$ cat src/pkg/keypad_mode_map.svh
/*
 Constants of the keypad operation mode controller: menu numbers,
 menu-limit values, running information items per alarm and display alternation timing.
 Assumes a 250 MHz system clock.
*/
`ifndef KEYPAD_MODE_MAP_SVH
`define KEYPAD_MODE_MAP_SVH

// Menu numbers shown in the leftmost digit
`define KP_MENU_FIRST 3'h1
`define KP_MENU_CHECK 3'h2
`define KP_MENU_ALARM 3'h6
`define KP_MENU_COPY 3'h7

// Menu-limit setting values
`define KP_LIMIT_SET 2'h0
`define KP_LIMIT_CHECK 2'h1
`define KP_LIMIT_FULL 2'h2

// Reset values
`define KP_MENU_RESET 3'h1
`define KP_IDX_RESET 2'h0

// Number of running information items kept per alarm
`define KP_INFO_ITEMS 3'h4

// Item number / data alternation on the display
`define KP_CLK_PERIOD_NS 4
`define KP_ALT_TIME_NS 500000000
`define KP_ALT_CYCLES (`KP_ALT_TIME_NS / `KP_CLK_PERIOD_NS)

`endif

$ cat src/pkg/keypad_mode_pkg.sv
/*
 Types of the keypad operation mode controller: operation modes,
 display selections and controller states.
 Assumes nothing of its surroundings.
*/
package keypad_mode_pkg;

	// The three operation modes
	typedef enum logic [1:0] {
		MODE_RUNNING,
		MODE_PROGRAM,
		MODE_ALARM
	} opMode_e;

	// What the four-digit display is asked to show
	typedef enum logic [2:0] {
		DISP_RUNNING,
		DISP_MENU,
		DISP_ALARM_CODE,
		DISP_INFO_NUM,
		DISP_INFO_DATA,
		DISP_HIST_CODE
	} dispSel_e;

	// Controller states
	typedef enum logic [2:0] {
		ST_RUNNING,
		ST_PROG_MENU,
		ST_PROG_HIST,
		ST_ALARM_CODE,
		ST_ALARM_INFO
	} state_e;

endpackage

$ cat src/pkg/alarm_hist_if.sv
/*
 Link between the mode controller and its alarm history store.
 Assumes both ends run on the same clock.
*/
`timescale 1ns/1ns
interface alarm_hist_if;
	logic wrEn;
	logic [7:0] wrCode;
	logic [63:0] wrInfo;
	logic [1:0] rdAge;
	logic [7:0] rdCode;
	logic [63:0] rdInfo;

	// Controller side writes alarms and picks the age to read
	modport ctrl (
		output wrEn, wrCode, wrInfo, rdAge,
		input rdCode, rdInfo
	);

	// Store side
	modport store (
		input wrEn, wrCode, wrInfo, rdAge,
		output rdCode, rdInfo
	);
endinterface

$ cat src/hdl/alarm_history_mem.sv
/*
 Alarm history store: the active alarm and the three before it, each
 with its running information snapshot. Read data are registered.
 Assumes one write per alarm and a free-running clock enable.
*/
`timescale 1ns/1ns
module alarm_history_mem (
	// Clock, reset and enable
	input wire logic clk,
	input wire logic reset_n,
	input wire logic clkEn,
	// Controller link
	alarm_hist_if.store hist
);

	logic [71:0] entry_ff [4];
	logic [1:0] head_ff;
	logic [1:0] slot;
	logic [7:0] rdCode_ff;
	logic [63:0] rdInfo_ff;

	// Age 0 is the newest entry; older ones sit behind the head
	assign slot = head_ff - hist.rdAge;

	// Circular write, the oldest entry is overwritten
	always_ff @(posedge clk or negedge reset_n) begin
		if (!reset_n) begin
			head_ff <= 2'h3;
			for (int i = 0; i < 4; i++) begin
				entry_ff[i] <= 72'h0;
			end
		end else if (clkEn && hist.wrEn) begin
			head_ff <= head_ff + 2'h1;
			entry_ff[head_ff + 2'h1] <= {hist.wrCode, hist.wrInfo};
		end
	end

	// Registered read port
	always_ff @(posedge clk or negedge reset_n) begin
		if (!reset_n) begin
			rdCode_ff <= 8'h00;
			rdInfo_ff <= 64'h0;
		end else if (clkEn) begin
			rdCode_ff <= entry_ff[slot][71:64];
			rdInfo_ff <= entry_ff[slot][63:0];
		end
	end

	assign hist.rdCode = rdCode_ff;
	assign hist.rdInfo = rdInfo_ff;

endmodule // alarm_history_mem

$ cat src/hdl/keypad_operation_mode_fsm.sv
/*
 Operation mode controller of the motor inverter keypad: Running,
 Programming and Alarm modes, menu stepping under the menu limit, alarm
 release, history browsing and running information at the alarm.
 Assumes key inputs are one-cycle press pulses synchronous to clk,
 stopKeyHeld is a level, and alarmRaise is a one-cycle pulse.
*/
`timescale 1ns/1ns
`include "keypad_mode_map.svh"

module keypad_operation_mode_fsm #(
	parameter int unsigned ALT_CYCLES = `KP_ALT_CYCLES
) (
	// Clock, reset and enable
	input wire logic clk,
	input wire logic reset_n,
	input wire logic clkEn,
	// Keypad keys
	input wire logic programResetKey,
	input wire logic functionDataKey,
	input wire logic upKey,
	input wire logic downKey,
	input wire logic stopKeyHeld,
	// Protective function
	input wire logic alarmRaise,
	input wire logic [7:0] alarmCode,
	input wire logic alarmCauseActive,
	input wire logic [63:0] runInfoSnap,
	// Configuration
	input wire logic [1:0] menuLimitSetting,
	input wire logic remoteKeypadReady,
	// Display selection
	output keypad_mode_pkg::opMode_e opMode,
	output keypad_mode_pkg::dispSel_e dispSel,
	output logic [2:0] menuNumber,
	output logic [1:0] alarmIndex,
	output logic [1:0] infoItem,
	output logic [15:0] dispData,
	output logic changedOnly,
	// Alarm control
	output logic alarmPending,
	output logic alarmRelease
);

	keypad_mode_pkg::state_e state_ff, nxt_state;
	keypad_mode_pkg::opMode_e opMode_ff;
	keypad_mode_pkg::dispSel_e dispSel_ff, selNow;
	logic [2:0] menu_ff;
	logic [1:0] alarmIdx_ff;
	logic [1:0] infoItem_ff;
	logic alarmActive_ff;
	logic alarmRelease_ff;
	logic releaseHit;
	logic [31:0] altCnt_ff;
	logic showData_ff;
	logic altRun;
	logic [15:0] dispData_ff;
	logic changedOnly_ff;
	logic combo;
	logic enterProg;
	alarm_hist_if hist ();

	// Menu selectable under the limit; menu seven needs the remote keypad
	function automatic logic menuAllowed(input logic [2:0] m, input logic [1:0] lim, input logic rem);
		logic ok;
		ok = 1'b0;
		if (lim == `KP_LIMIT_FULL) begin
			ok = (m >= `KP_MENU_FIRST && m <= `KP_MENU_ALARM) || (rem && m == `KP_MENU_COPY);
		end else if (lim == `KP_LIMIT_CHECK) begin
			ok = (m == `KP_MENU_CHECK);
		end else begin
			ok = (m == `KP_MENU_FIRST);
		end
		return ok;
	endfunction

	// Step to the next selectable menu, wrapping over the seven numbers
	function automatic logic [2:0] nextMenu(input logic [2:0] m, input logic up, input logic [1:0] lim,
		input logic rem);
		logic [2:0] n;
		logic found;
		n = m;
		found = 1'b0;
		for (int i = 0; i < 7; i++) begin
			if (!found) begin
				if (up) begin
					n = (n == `KP_MENU_COPY) ? `KP_MENU_FIRST : n + 3'h1;
				end else begin
					n = (n == `KP_MENU_FIRST) ? `KP_MENU_COPY : n - 3'h1;
				end
				found = menuAllowed(n, lim, rem);
			end
		end
		return found ? n : m;
	endfunction

	// Keep the remembered menu if still legal, else fall to the first legal one
	function automatic logic [2:0] snapMenu(input logic [2:0] m, input logic [1:0] lim, input logic rem);
		logic [2:0] f;
		f = (lim == `KP_LIMIT_CHECK) ? `KP_MENU_CHECK : `KP_MENU_FIRST;
		return menuAllowed(m, lim, rem) ? m : f;
	endfunction

	// Combination counts only while stop is already held
	assign combo = stopKeyHeld && functionDataKey;

	// Mode transitions; a new alarm overrides every key
	always_comb begin
		nxt_state = state_ff;
		releaseHit = 1'b0;
		unique case (state_ff)
			keypad_mode_pkg::ST_RUNNING: begin
				if (programResetKey) begin
					nxt_state = keypad_mode_pkg::ST_PROG_MENU;
				end
			end
			keypad_mode_pkg::ST_PROG_MENU: begin
				if (programResetKey) begin
					// An unreset alarm takes the display back to its code
					nxt_state = alarmActive_ff ? keypad_mode_pkg::ST_ALARM_CODE : keypad_mode_pkg::ST_RUNNING;
				end else if (functionDataKey && menu_ff == `KP_MENU_ALARM) begin
					nxt_state = keypad_mode_pkg::ST_PROG_HIST;
				end
			end
			keypad_mode_pkg::ST_PROG_HIST: begin
				if (programResetKey || functionDataKey) begin
					nxt_state = keypad_mode_pkg::ST_PROG_MENU;
				end
			end
			keypad_mode_pkg::ST_ALARM_CODE: begin
				if (combo) begin
					nxt_state = keypad_mode_pkg::ST_PROG_MENU;
				end else if (functionDataKey) begin
					nxt_state = keypad_mode_pkg::ST_ALARM_INFO;
				end else if (programResetKey && !alarmCauseActive) begin
					nxt_state = keypad_mode_pkg::ST_RUNNING;
					releaseHit = !alarmRaise;
				end
			end
			keypad_mode_pkg::ST_ALARM_INFO: begin
				if (combo) begin
					nxt_state = keypad_mode_pkg::ST_PROG_MENU;
				end else if (functionDataKey || programResetKey) begin
					nxt_state = keypad_mode_pkg::ST_ALARM_CODE;
				end
			end
		endcase
		if (alarmRaise) begin
			nxt_state = keypad_mode_pkg::ST_ALARM_CODE;
		end
	end

	// Coming back from the history view snaps too, so a limit changed there never shows a forbidden menu
	assign enterProg = state_ff != keypad_mode_pkg::ST_PROG_MENU && nxt_state == keypad_mode_pkg::ST_PROG_MENU;

	// State and the registered operation mode
	always_ff @(posedge clk or negedge reset_n) begin
		if (!reset_n) begin
			state_ff <= keypad_mode_pkg::ST_RUNNING;
			opMode_ff <= keypad_mode_pkg::MODE_RUNNING;
		end else if (clkEn) begin
			state_ff <= nxt_state;
			unique case (nxt_state)
				keypad_mode_pkg::ST_RUNNING: opMode_ff <= keypad_mode_pkg::MODE_RUNNING;
				keypad_mode_pkg::ST_PROG_MENU,
				keypad_mode_pkg::ST_PROG_HIST: opMode_ff <= keypad_mode_pkg::MODE_PROGRAM;
				keypad_mode_pkg::ST_ALARM_CODE,
				keypad_mode_pkg::ST_ALARM_INFO: opMode_ff <= keypad_mode_pkg::MODE_ALARM;
			endcase
		end
	end

	// Alarm status: a raise wins over a release in the same cycle
	always_ff @(posedge clk or negedge reset_n) begin
		if (!reset_n) begin
			alarmActive_ff <= 1'b0;
			alarmRelease_ff <= 1'b0;
		end else if (clkEn) begin
			alarmRelease_ff <= releaseHit;
			if (alarmRaise) begin
				alarmActive_ff <= 1'b1;
			end else if (releaseHit) begin
				alarmActive_ff <= 1'b0;
			end
		end
	end

	// Menu selection survives leaving Programming mode
	always_ff @(posedge clk or negedge reset_n) begin
		if (!reset_n) begin
			menu_ff <= `KP_MENU_RESET;
		end else if (clkEn) begin
			if (enterProg) begin
				menu_ff <= snapMenu(menu_ff, menuLimitSetting, remoteKeypadReady);
			end else if (state_ff == keypad_mode_pkg::ST_PROG_MENU && nxt_state == state_ff) begin
				if (upKey || downKey) begin
					menu_ff <= nextMenu(menu_ff, upKey, menuLimitSetting, remoteKeypadReady);
				end else begin
					// A limit change while browsing must not leave a forbidden menu up
					menu_ff <= snapMenu(menu_ff, menuLimitSetting, remoteKeypadReady);
				end
			end
		end
	end

	// Alarm age and running information item under up/down
	always_ff @(posedge clk or negedge reset_n) begin
		if (!reset_n) begin
			alarmIdx_ff <= `KP_IDX_RESET;
			infoItem_ff <= `KP_IDX_RESET;
		end else if (clkEn) begin
			if (alarmRaise || nxt_state != state_ff) begin
				// Every new view starts at item zero; the alarm age resets too, except between the alarm code and info views when no new alarm comes
				if (nxt_state != keypad_mode_pkg::ST_ALARM_INFO && nxt_state != keypad_mode_pkg::ST_ALARM_CODE) begin
					alarmIdx_ff <= `KP_IDX_RESET;
				end else if (alarmRaise) begin
					alarmIdx_ff <= `KP_IDX_RESET;
				end
				infoItem_ff <= `KP_IDX_RESET;
			end else if (state_ff == keypad_mode_pkg::ST_ALARM_CODE || state_ff == keypad_mode_pkg::ST_PROG_HIST) begin
				if (upKey) begin
					alarmIdx_ff <= alarmIdx_ff + 2'h1;
				end else if (downKey) begin
					alarmIdx_ff <= alarmIdx_ff - 2'h1;
				end
			end else if (state_ff == keypad_mode_pkg::ST_ALARM_INFO) begin
				if (upKey) begin
					infoItem_ff <= infoItem_ff + 2'h1;
				end else if (downKey) begin
					infoItem_ff <= infoItem_ff - 2'h1;
				end
			end
		end
	end

	// Alternation between item number and data; restarts on every view change
	assign altRun = nxt_state == state_ff && (state_ff == keypad_mode_pkg::ST_ALARM_INFO
		|| state_ff == keypad_mode_pkg::ST_PROG_HIST);

	always_ff @(posedge clk or negedge reset_n) begin
		if (!reset_n) begin
			altCnt_ff <= 32'h0;
			showData_ff <= 1'b0;
		end else if (clkEn) begin
			if (!altRun || upKey || downKey) begin
				altCnt_ff <= 32'h0;
				showData_ff <= 1'b0;
			end else if (altCnt_ff == ALT_CYCLES - 32'h1) begin
				altCnt_ff <= 32'h0;
				showData_ff <= !showData_ff;
			end else begin
				altCnt_ff <= altCnt_ff + 32'h1;
			end
		end
	end

	// History store: active alarm plus three earlier ones
	assign hist.wrEn = alarmRaise && clkEn;
	assign hist.wrCode = alarmCode;
	assign hist.wrInfo = runInfoSnap;
	assign hist.rdAge = alarmIdx_ff;

	alarm_history_mem histMem (
		.clk(clk),
		.reset_n(reset_n),
		.clkEn(clkEn),
		.hist(hist.store)
	);

	// What the display shows in each state
	always_comb begin
		selNow = keypad_mode_pkg::DISP_RUNNING;
		unique case (state_ff)
			keypad_mode_pkg::ST_RUNNING: selNow = keypad_mode_pkg::DISP_RUNNING;
			keypad_mode_pkg::ST_PROG_MENU: selNow = keypad_mode_pkg::DISP_MENU;
			keypad_mode_pkg::ST_PROG_HIST:
				selNow = showData_ff ? keypad_mode_pkg::DISP_INFO_DATA : keypad_mode_pkg::DISP_HIST_CODE;
			keypad_mode_pkg::ST_ALARM_CODE: selNow = keypad_mode_pkg::DISP_ALARM_CODE;
			keypad_mode_pkg::ST_ALARM_INFO:
				selNow = showData_ff ? keypad_mode_pkg::DISP_INFO_DATA : keypad_mode_pkg::DISP_INFO_NUM;
		endcase
	end

	// Display data; the menu number lands in the leftmost digit
	always_ff @(posedge clk or negedge reset_n) begin
		if (!reset_n) begin
			dispSel_ff <= keypad_mode_pkg::DISP_RUNNING;
			dispData_ff <= 16'h0000;
			changedOnly_ff <= 1'b0;
		end else if (clkEn) begin
			dispSel_ff <= selNow;
			changedOnly_ff <= state_ff == keypad_mode_pkg::ST_PROG_MENU && menu_ff == `KP_MENU_CHECK;
			unique case (selNow)
				keypad_mode_pkg::DISP_MENU: dispData_ff <= {1'b0, menu_ff, 12'h000};
				keypad_mode_pkg::DISP_ALARM_CODE,
				keypad_mode_pkg::DISP_HIST_CODE: dispData_ff <= {8'h00, hist.rdCode};
				keypad_mode_pkg::DISP_INFO_NUM: dispData_ff <= {14'h0000, infoItem_ff};
				keypad_mode_pkg::DISP_INFO_DATA: dispData_ff <= hist.rdInfo[{infoItem_ff, 4'h0} +: 16];
				keypad_mode_pkg::DISP_RUNNING: dispData_ff <= 16'h0000;
				default: dispData_ff <= 16'h0000;
			endcase
		end
	end

	assign opMode = opMode_ff;
	assign dispSel = dispSel_ff;
	assign menuNumber = menu_ff;
	assign alarmIndex = alarmIdx_ff;
	assign infoItem = infoItem_ff;
	assign dispData = dispData_ff;
	assign changedOnly = changedOnly_ff;
	assign alarmPending = alarmActive_ff;
	assign alarmRelease = alarmRelease_ff;

	// Checks on the mode behaviour
	a_reset_running: assert property (
		@(posedge clk) disable iff (!reset_n)
		$rose(reset_n) |-> opMode_ff == keypad_mode_pkg::MODE_RUNNING && !alarmActive_ff
	) else $error("Not in Running mode after reset");

	a_alarm_entry: assert property (
		@(posedge clk) disable iff (!reset_n)
		clkEn && alarmRaise ##1 clkEn |-> opMode_ff == keypad_mode_pkg::MODE_ALARM
			##1 dispSel_ff == keypad_mode_pkg::DISP_ALARM_CODE
	) else $error("Alarm did not bring up the alarm code");

	a_menu_kept: assert property (
		@(posedge clk) disable iff (!reset_n)
		clkEn && enterProg && menuAllowed(menu_ff, menuLimitSetting, remoteKeypadReady) |=> menu_ff == $past(menu_ff)
	) else $error("Last menu not restored on entry");

	a_menu_legal: assert property (
		@(posedge clk) disable iff (!reset_n)
		state_ff == keypad_mode_pkg::ST_PROG_MENU && $past(clkEn) && $stable(menuLimitSetting)
			&& $stable(remoteKeypadReady) |-> menuAllowed(menu_ff, menuLimitSetting, remoteKeypadReady)
	) else $error("Menu outside the limit");

	a_default_one: assert property (
		@(posedge clk) disable iff (!reset_n)
		state_ff == keypad_mode_pkg::ST_PROG_MENU && menuLimitSetting == `KP_LIMIT_SET
			&& $past(menuLimitSetting) == `KP_LIMIT_SET && $past(clkEn) |-> menu_ff == `KP_MENU_FIRST
	) else $error("Menu other than one under default limit");

	a_menu_wrap: assert property (
		@(posedge clk) disable iff (!reset_n)
		clkEn && state_ff == keypad_mode_pkg::ST_PROG_MENU && upKey && !programResetKey && !functionDataKey
			&& !alarmRaise && menuLimitSetting == `KP_LIMIT_FULL && !remoteKeypadReady
			&& menu_ff == `KP_MENU_ALARM |=> menu_ff == `KP_MENU_FIRST
	) else $error("Menu did not wrap to the first");

	a_release_at_code: assert property (
		@(posedge clk) disable iff (!reset_n)
		alarmRelease_ff && $past(clkEn) |-> $past(state_ff) == keypad_mode_pkg::ST_ALARM_CODE
			&& !$past(alarmCauseActive) && state_ff == keypad_mode_pkg::ST_RUNNING
	) else $error("Alarm released away from the code display");

	a_info_first_press: assert property (
		@(posedge clk) disable iff (!reset_n)
		clkEn && state_ff == keypad_mode_pkg::ST_ALARM_INFO && programResetKey && !stopKeyHeld && !alarmRaise
			|=> state_ff == keypad_mode_pkg::ST_ALARM_CODE && !alarmRelease_ff && alarmActive_ff
	) else $error("First reset press left info view wrongly");

	a_combo_unreset: assert property (
		@(posedge clk) disable iff (!reset_n)
		clkEn && state_ff == keypad_mode_pkg::ST_ALARM_CODE && combo && !alarmRaise
			|=> opMode_ff == keypad_mode_pkg::MODE_PROGRAM && alarmActive_ff && !alarmRelease_ff
	) else $error("Combination entry reset the alarm");

	a_info_alternate: assert property (
		@(posedge clk) disable iff (!reset_n)
		state_ff == keypad_mode_pkg::ST_ALARM_INFO && $past(state_ff) == keypad_mode_pkg::ST_ALARM_INFO
			&& $rose(showData_ff) |-> $past(altCnt_ff) == ALT_CYCLES - 32'h1
	) else $error("Item data shown before the alternation time");

endmodule // keypad_operation_mode_fsm

$ cat config.mk
export PLATFORM = sky130hd
export DESIGN_NAME = keypad_operation_mode_fsm
export DESIGN_NICKNAME = d
export VERILOG_FILES = /design/src/pkg/keypad_mode_pkg.sv /design/src/pkg/alarm_hist_if.sv /design/src/hdl/alarm_history_mem.sv /design/src/hdl/keypad_operation_mode_fsm.sv
export VERILOG_INCLUDE_DIRS = /design/src /design/src/pkg
export SDC_FILE = /design/constraint.sdc
export NUM_CORES = 1
export LEC_CHECK = 0
export BUFFER_PORTS_ARGS = -buffer_cell sky130_fd_sc_hd__buf_4
export CAP_MARGIN = 0
export CORE_ASPECT_RATIO = 1.4
export CORE_MARGIN = 2
export CORE_UTILIZATION = 45
export DETAILED_ROUTE_END_ITERATION = 10
export PLACE_DENSITY = 0.69
export SLEW_MARGIN = 20
export SYNTH_ARGS = -nofsm -noshare
export SYNTH_HDL_FRONTEND = slang
export SYNTH_SLANG_ARGS = --single-unit
$ cat constraint.sdc
create_clock -name clk -period 26.7 [get_ports clk]
set_clock_uncertainty 0.05 [all_clocks]
set_input_delay 1.335 -clock clk [delete_from_list [all_inputs] [get_ports clk]]
set_output_delay 1.335 -clock clk [all_outputs]
set_load 0.01 [all_outputs]
==> results of run 1 <==
sequential cells by signal, summed over array words and instances, names as in the netlist, 2 cells and up:
| name | count |
|---|---|
| alarmIndex | 2 |
| altCnt_ff | 32 |
| dispData | 16 |
| dispSel | 3 |
| histMem.entry_ff | 288 |
| histMem.head_ff | 2 |
| histMem.hist.rdCode | 8 |
| histMem.hist.rdInfo | 64 |
| infoItem | 2 |
| menuNumber | 3 |
| opMode | 2 |
| state_ff | 3 |
metrics by stage:
step           hold slack (ns)  instance area (um2)  cells
4_1_cts                 0.4502                24000   2328
5_1_grt                 0.4625                24010   2328
6_report                0.4512                24010   2328
3_3_place_gp            0.4309                22640   2256
3_5_place_dp            0.4368                22640   2256
2_1_floorplan           0.4165                21150   1590
layout make-up:
| class | count | area (um2) | share of cell area, % |
|---|---|---|---|
| clock inverters | 13 | 155.1 | 0.6462 |
| well taps | 624 | 780.7 | 3.252 |
| multi-input cells | 1021 | 9946 | 41.42 |
| clock buffers | 59 | 1205 | 5.019 |
| flip-flops and latches | 429 | 10740 | 44.73 |
| repair buffers | 128 | 975.9 | 4.065 |
| inverters | 54 | 207.7 | 0.8651 |
per-layer routing:
layer  track usage, %  wire length, um  vias to the layer above
met5                0               23                        -
met4            5.357             1182                        2
met3            2.515             1741                       73
met2            39.18            27220                      262
met1            25.32            20140                     7097
li1                 -                -                     6075
worst max-delay path: cells and delay by family:
family                     cells  cell delay [ns]
muxes                          4             0.84
AOI/OAI and AO/OA             15             3.50
and+or+nand+nor               15             2.55
adders and majority gates      7             1.66
buffers and inverters          5             0.89
cells in the final DEF, fill, tap and decap left out, types with 4 or more instances in the layout:
| cell | instances |
|---|---|
| nor3b_1 | 4 |
| a21o_1 | 10 |
| buf_4 | 125 |
| o211ai_1 | 10 |
| nand3_4 | 4 |
| mux4_2 | 88 |
| clkbuf_1 | 8 |
| and2_1 | 6 |
| dfrtp_1 | 426 |
| xor2_1 | 15 |
| a211oi_1 | 5 |
| nand3_1 | 33 |
| nand2b_1 | 14 |
| ha_1 | 35 |
| a22oi_1 | 9 |
| xnor2_1 | 14 |
| mux2_2 | 369 |
| or3_1 | 5 |
| clkbuf_8 | 9 |
| o31ai_1 | 4 |
| inv_1 | 50 |
| nor2b_1 | 10 |
| nor3_1 | 17 |
| nand4_1 | 11 |
| clkbuf_16 | 42 |
| a31oi_1 | 7 |
| mux2i_1 | 17 |
| a21oi_1 | 40 |
| nand2_1 | 59 |
| o22ai_1 | 15 |
| nor2_1 | 72 |
| o21ai_0 | 48 |
| nor4_1 | 6 |
| and3_1 | 19 |
| or2_2 | 4 |
| clkinv_2 | 8 |
cell families after synthesis:
kind of cell / Yosys count / synth area share [%]
adder cells (fa/ha/maj): 36 / 2.130
AO/OA/AOI/OAI: 203 / 6.869
flip-flops: 429 / 50.78
AND/OR/NAND/NOR: 277 / 6.561
multiplexers: 475 / 29.90
XOR/XNOR: 30 / 1.242
buffers and inverters: 140 / 2.520
worst max-delay path by stage:
stage	cells past startpoint	end	startpoint	slack [ns]
after floorplan	47	menuNumber[1]	upKey	17.54
after global placement	47	menuNumber[1]	upKey	16.15
after detailed placement	46	menuNumber[1]	upKey	15.91
after CTS	46	menuNumber[1]	upKey	16.46
after global routing	47	menuNumber[2]	upKey	15.43
final	46	menuNumber[1]	upKey	16.28
==> metrics.md, run 1 <==
| Metric | Value |
|---|---|
| Most used flip-flop cell after synthesis | dfrtp_1 |
| Average size of a mapped cell | 13.30 um2 |
| Mapped Nets | 1711 |
| Synth area leader | dfrtp_1 |
| Clk_lat worst skew | 0.55 ns |
| Startpoint of the worst hold path | histMem.entry_ff[193] |
| Critical Path Most Common Cell | ha_1 |
| Port Buffers | 115 |
| Share of cells above drive strength 1 | 40.20% |
| Total grt overflow | 0 |
| Setup TNS | 0 ns |
| H-tree Lvls | 2 |
| YS warnings | 0 |
| CP max stage cell | or4_4 |
| Drt pass-1 iters | 5 |
| Setup-failing EPs final | 0 |
| RSZ-0062 raised after global routing | no |
| Slew Limit Headroom | 28.81% |
| Max Cap Viol | 0 |
| Crit end category | flip-flop |
| GRT Util Overall | 20.84% |
| Vias | 13510 |
| Die height | 260.5 um |
| Top post-synthesis cells by area | dfrtp_1 (50%), mux2_2 (20%), mux4_2 (9.4%) |
| Ports | 116 |
| Hold-fix buffers at CTS | 0 |
| Yosys top cell area share | 50.41% |
| Yosys reg bits | 429 |
| Final nets | 1796 |
| Routed WL per cell | 21.61 um |
| CP startpoint kind | input pin |
| Postcts setup bufs | 0 |
| DRC Markers | 0 |
| Antenna violations before repair | 1 |
| R2R cell count | 47 |
| R2r startpoint | menuNumber[1] |
| Worst hold stages | 1 |
| Arrival time worst endpoint | 10.78 ns |
| Crit path setup slack, layout | 16.28 ns |
| Post-synth EDFFs | 0 |
| Hold Path Class | reg -> reg |
| Row count | 94 |
| Final hold violations | 0 |
| Mapped Area | 21150 um2 |
| DP HPWL | 34430 um |
| Crit share post-route | 39.01% |
| Worst R2R End | menuNumber[1] |
| Worst hold path endpoint | histMem.entry_ff[193] |
| Synth-to-layout area growth | 13.53% |
| Worst-Margin Slew | 1.068 ns |
| Post-route ant nets | 0 |
| Most frequent cell after synthesis | dfrtp_1 |
| Final Util | 51.42% |
| Min cycle time layout | 10.42 ns |
| Asr flop ratio synth | 100.0% |
| Die Width | 187.2 um |
| Antenna cells | 0 |
| Core box area | 46690 um2 |
| Fmax | 96.01 MHz |
| Routability cong. | 0.8103 |
| Top cells by count, synth | dfrtp_1 (426), mux2_2 (369), mux4_2 (88) |
| Die ar. | 48770 um2 |
| CTS tree | done |
| Slew Viols, Final | 0 |
| Clock Tree Buf Depth | 3 |
| Root Buffer | clkbuf_16 |
| Register area share after synthesis | 50.78% |
| Drt total wl | 50310 um |
| Reg clk slew, reported paths | 0.06 ns |
| Fill cells | 3923 |
| Initial core utilization | 45.29% |
| DRT iter0 DRCs | 850 |
| Number of global-route vias before repair | 13940 |
| CP max stage delay | 0.58 ns |
| Yosys cell types | 84 |
| Pre-CTS WS | 15.91 ns |
| DR vias/cell | 5.803 |
| Num CTS Buffers | 41 |
| CP Data Required Time | 27.07 ns |
| Gate Count Post-Synth | 1590 |
| Setup slack, reg-to-reg | 16.56 ns |
| Maximum fanout along the worst path | 50 |
| WS Path Type | in -> reg |
| First-pass GRT wire length | 79960 um |
| Status | complete, no violations |
| Largest net degree at the start of global routing | 130 |
| CTS Sinks | 429 |
| Post-cts resize count | 0 |
Power of run 1 is not shown: default switching activity piles up to over one toggle a cycle in this logic, so the estimate is an artifact.
==> run 2: changes to the inputs <==
PLACE_DENSITY = 0.71   (was 0.69)
clock period = 8.45 ns   (was 26.7 ns; I/O delays follow)
==> metrics.md, run 2 (same netlist as run 1, synthesis figures left out) <==
| Metric | Value |
|---|---|
| CP max stage delay | 0.60 ns (+0.02 ns) |
| Max Cap Viol | 0 (unchanged) |
| Antenna violations before repair | 1 (unchanged) |
| Port Buffers | 115 (unchanged) |
| Core box area | 46690 um2 (unchanged) |
| Vias | 13920 (+3.0%) |
| CP max stage cell | dfstp_2 |
| Ports | 116 (unchanged) |
| GRT Util Overall | 21.47% (+0.63 points) |
| CP Data Required Time | 8.87 ns (-18.20 ns) |
| Final nets | 1899 (+5.7%) |
| Initial core utilization | 45.29% (unchanged) |
| CP startpoint kind | flip-flop |
| Min cycle time layout | 8.310 ns |
| Post-route cell area | 25330 um2 (+5.5%) |
| Critical Path Most Common Cell | ha_4 |
| Largest net degree at the start of global routing | 190 (+46%) |
| Share of cells above drive strength 1 | 47.62% (+7.4 points) |
| DR vias/cell | 5.715 (-1.5%) |
| Slew Viols, Final | 0 (unchanged) |
| First-pass GRT wire length | 82460 um (+3.1%) |
| Number of global-route vias before repair | 14560 (+4.5%) |
| Post-route ant nets | 0 (unchanged) |
| DRC Markers | 0 (unchanged) |
| Final hold violations | 0 (unchanged) |
| Footprint of the multi-input gates | 10370 um2 (+4.3%) |
| Status | complete, no violations |
| CTS tree | done |
| Root Buffer | clkbuf_16 |
| Die ar. | 48770 um2 (unchanged) |
| Placed cell area | 23310 um2 (+3.0%) |
| Num CTS Buffers | 42 (+2.4%) |
| Fill cells | 3813 (-2.8%) |
| Biggest register | histMem.entry_ff |
| Die Width | 187.2 um (unchanged) |
| Crit share post-route | 98.34% |
| CTS Sinks | 429 (unchanged) |
| Reg area | 10740 um2 (about the same) |
| Drt pass-1 iters | 5 (unchanged) |
| Drt total wl | 52560 um (+4.5%) |
| Routed WL per cell | 21.59 um (-0.11%) |
| Maximum fanout along the worst path | 6 (-88%) |
| Setup-failing EPs final | 0 (unchanged) |
| Reg clk slew, reported paths | 0.07 ns (about the same) |
| Crit end category | flip-flop |
| DP HPWL | 35630 um (+3.5%) |
| Slew Limit Headroom | 29.30% (+0.49 points) |
| Most common cell after layout, fill and taps aside | dfrtp_1 |
| RSZ-0062 raised after global routing | yes |
| Most frequent cells in the layout | dfrtp_1 (425), mux2_2 (369), buf_4 (222) |
| Hold Path Class | in -> reg |
| WS Path Type | reg -> reg |
| Die height | 260.5 um (unchanged) |
| Clock Tree Buf Depth | 3 (unchanged) |
| Placed cells | 2337 (+3.6%) |
| Total grt overflow | 0 (unchanged) |
| Clk_lat worst skew | 0.55 ns (about the same) |
| Routability cong. | 0.8801 (+8.6%) |
| Non-filler instance count after layout | 2435 (+4.6%) |
| Synth-to-layout area growth | 19.80% |
| H-tree Lvls | 2 (unchanged) |
| Fmax | 120.3 MHz |
| Max reg flops | 288 (unchanged) |
| Arrival time worst endpoint | 8.73 ns (-2.05 ns) |
| Worst-Margin Slew | 1.060 ns (-0.007408 ns) |
| DRT iter0 DRCs | 731 (-14%) |
| Row count | 94 (unchanged) |
==> run 2: metal layers <==
layer	vias to the layer above	track usage (%)	wire [um]
met5	-	0	0
met4	0	7.385	1494
met3	92	2.770	2088
met2	316	40.07	28530
met1	7236	25.47	20450
li1	6273	-	-
==> run 2: worst max-delay path: cells and delay by family, from the launching register on <==
kind	cells	cell delay, ns
AO/OA/AOI/OAI	18	2.66
adder cells (fa/ha/maj)	8	1.61
buffers and inverters	4	0.31
flip-flops	1	0.60
multiplexers	2	0.43
AND/OR/NAND/NOR	16	2.55
==> run 2: repair_timing <==
action,CTS,global route
hold endpoints to repair,106,0
hold buffers,1,0
resized for setup,4,76
setup buffers,1,18
endpoints found under the setup margin,3,3
pin swaps,3,39
gates cloned,0,0
==> run 2: area by class of cell <==
cell class,count,area share (%)
Sequential cell,429,42.39
Multi-Input combinational cell,1021,40.94
Timing Repair Buffer,230,7.043
Clock buffer,60,4.929
Tap cell,624,3.082
Inverter,54,0.8297
Clock inverter,16,0.7754
Antenna cell,1,0.009878
==> run 2: path summary, 6_finish.rpt <==
path / from / slack (ns) / cells after the start / end
max in group asynchronous: reset_n / 5.96 / 4 / histMem.entry_ff[264]
min in group asynchronous: reset_n / 0.46 / 2 / histMem.entry_ff[233]
max reg2reg: menuNumber[0] / 0.14 / 48 / menuNumber[1]
min reg2reg: histMem.entry_ff[198] / 0.45 / 1 / histMem.entry_ff[198]
min: alarmCode[5] / 0.08 / 2 / histMem.entry_ff[285]
max: menuNumber[0] / 0.14 / 48 / menuNumber[1]
==> run 2: through the flow <==
stage	hold slack [ns]	TNS (ns)	utilization, %	setup slack, ns
floorplan	0.07691	0	-	0.008464
CTS	0.05244	0	53.09	0.007962
finish	0.07511	0	54.26	0.1404
global placement	0.4308	0	49.93	0.09566
global route	0.06155	-1.070	54.26	-0.3665
detailed placement	0.4368	-0.2173	49.93	-0.07384
Power of run 2 is left out for the same reason.
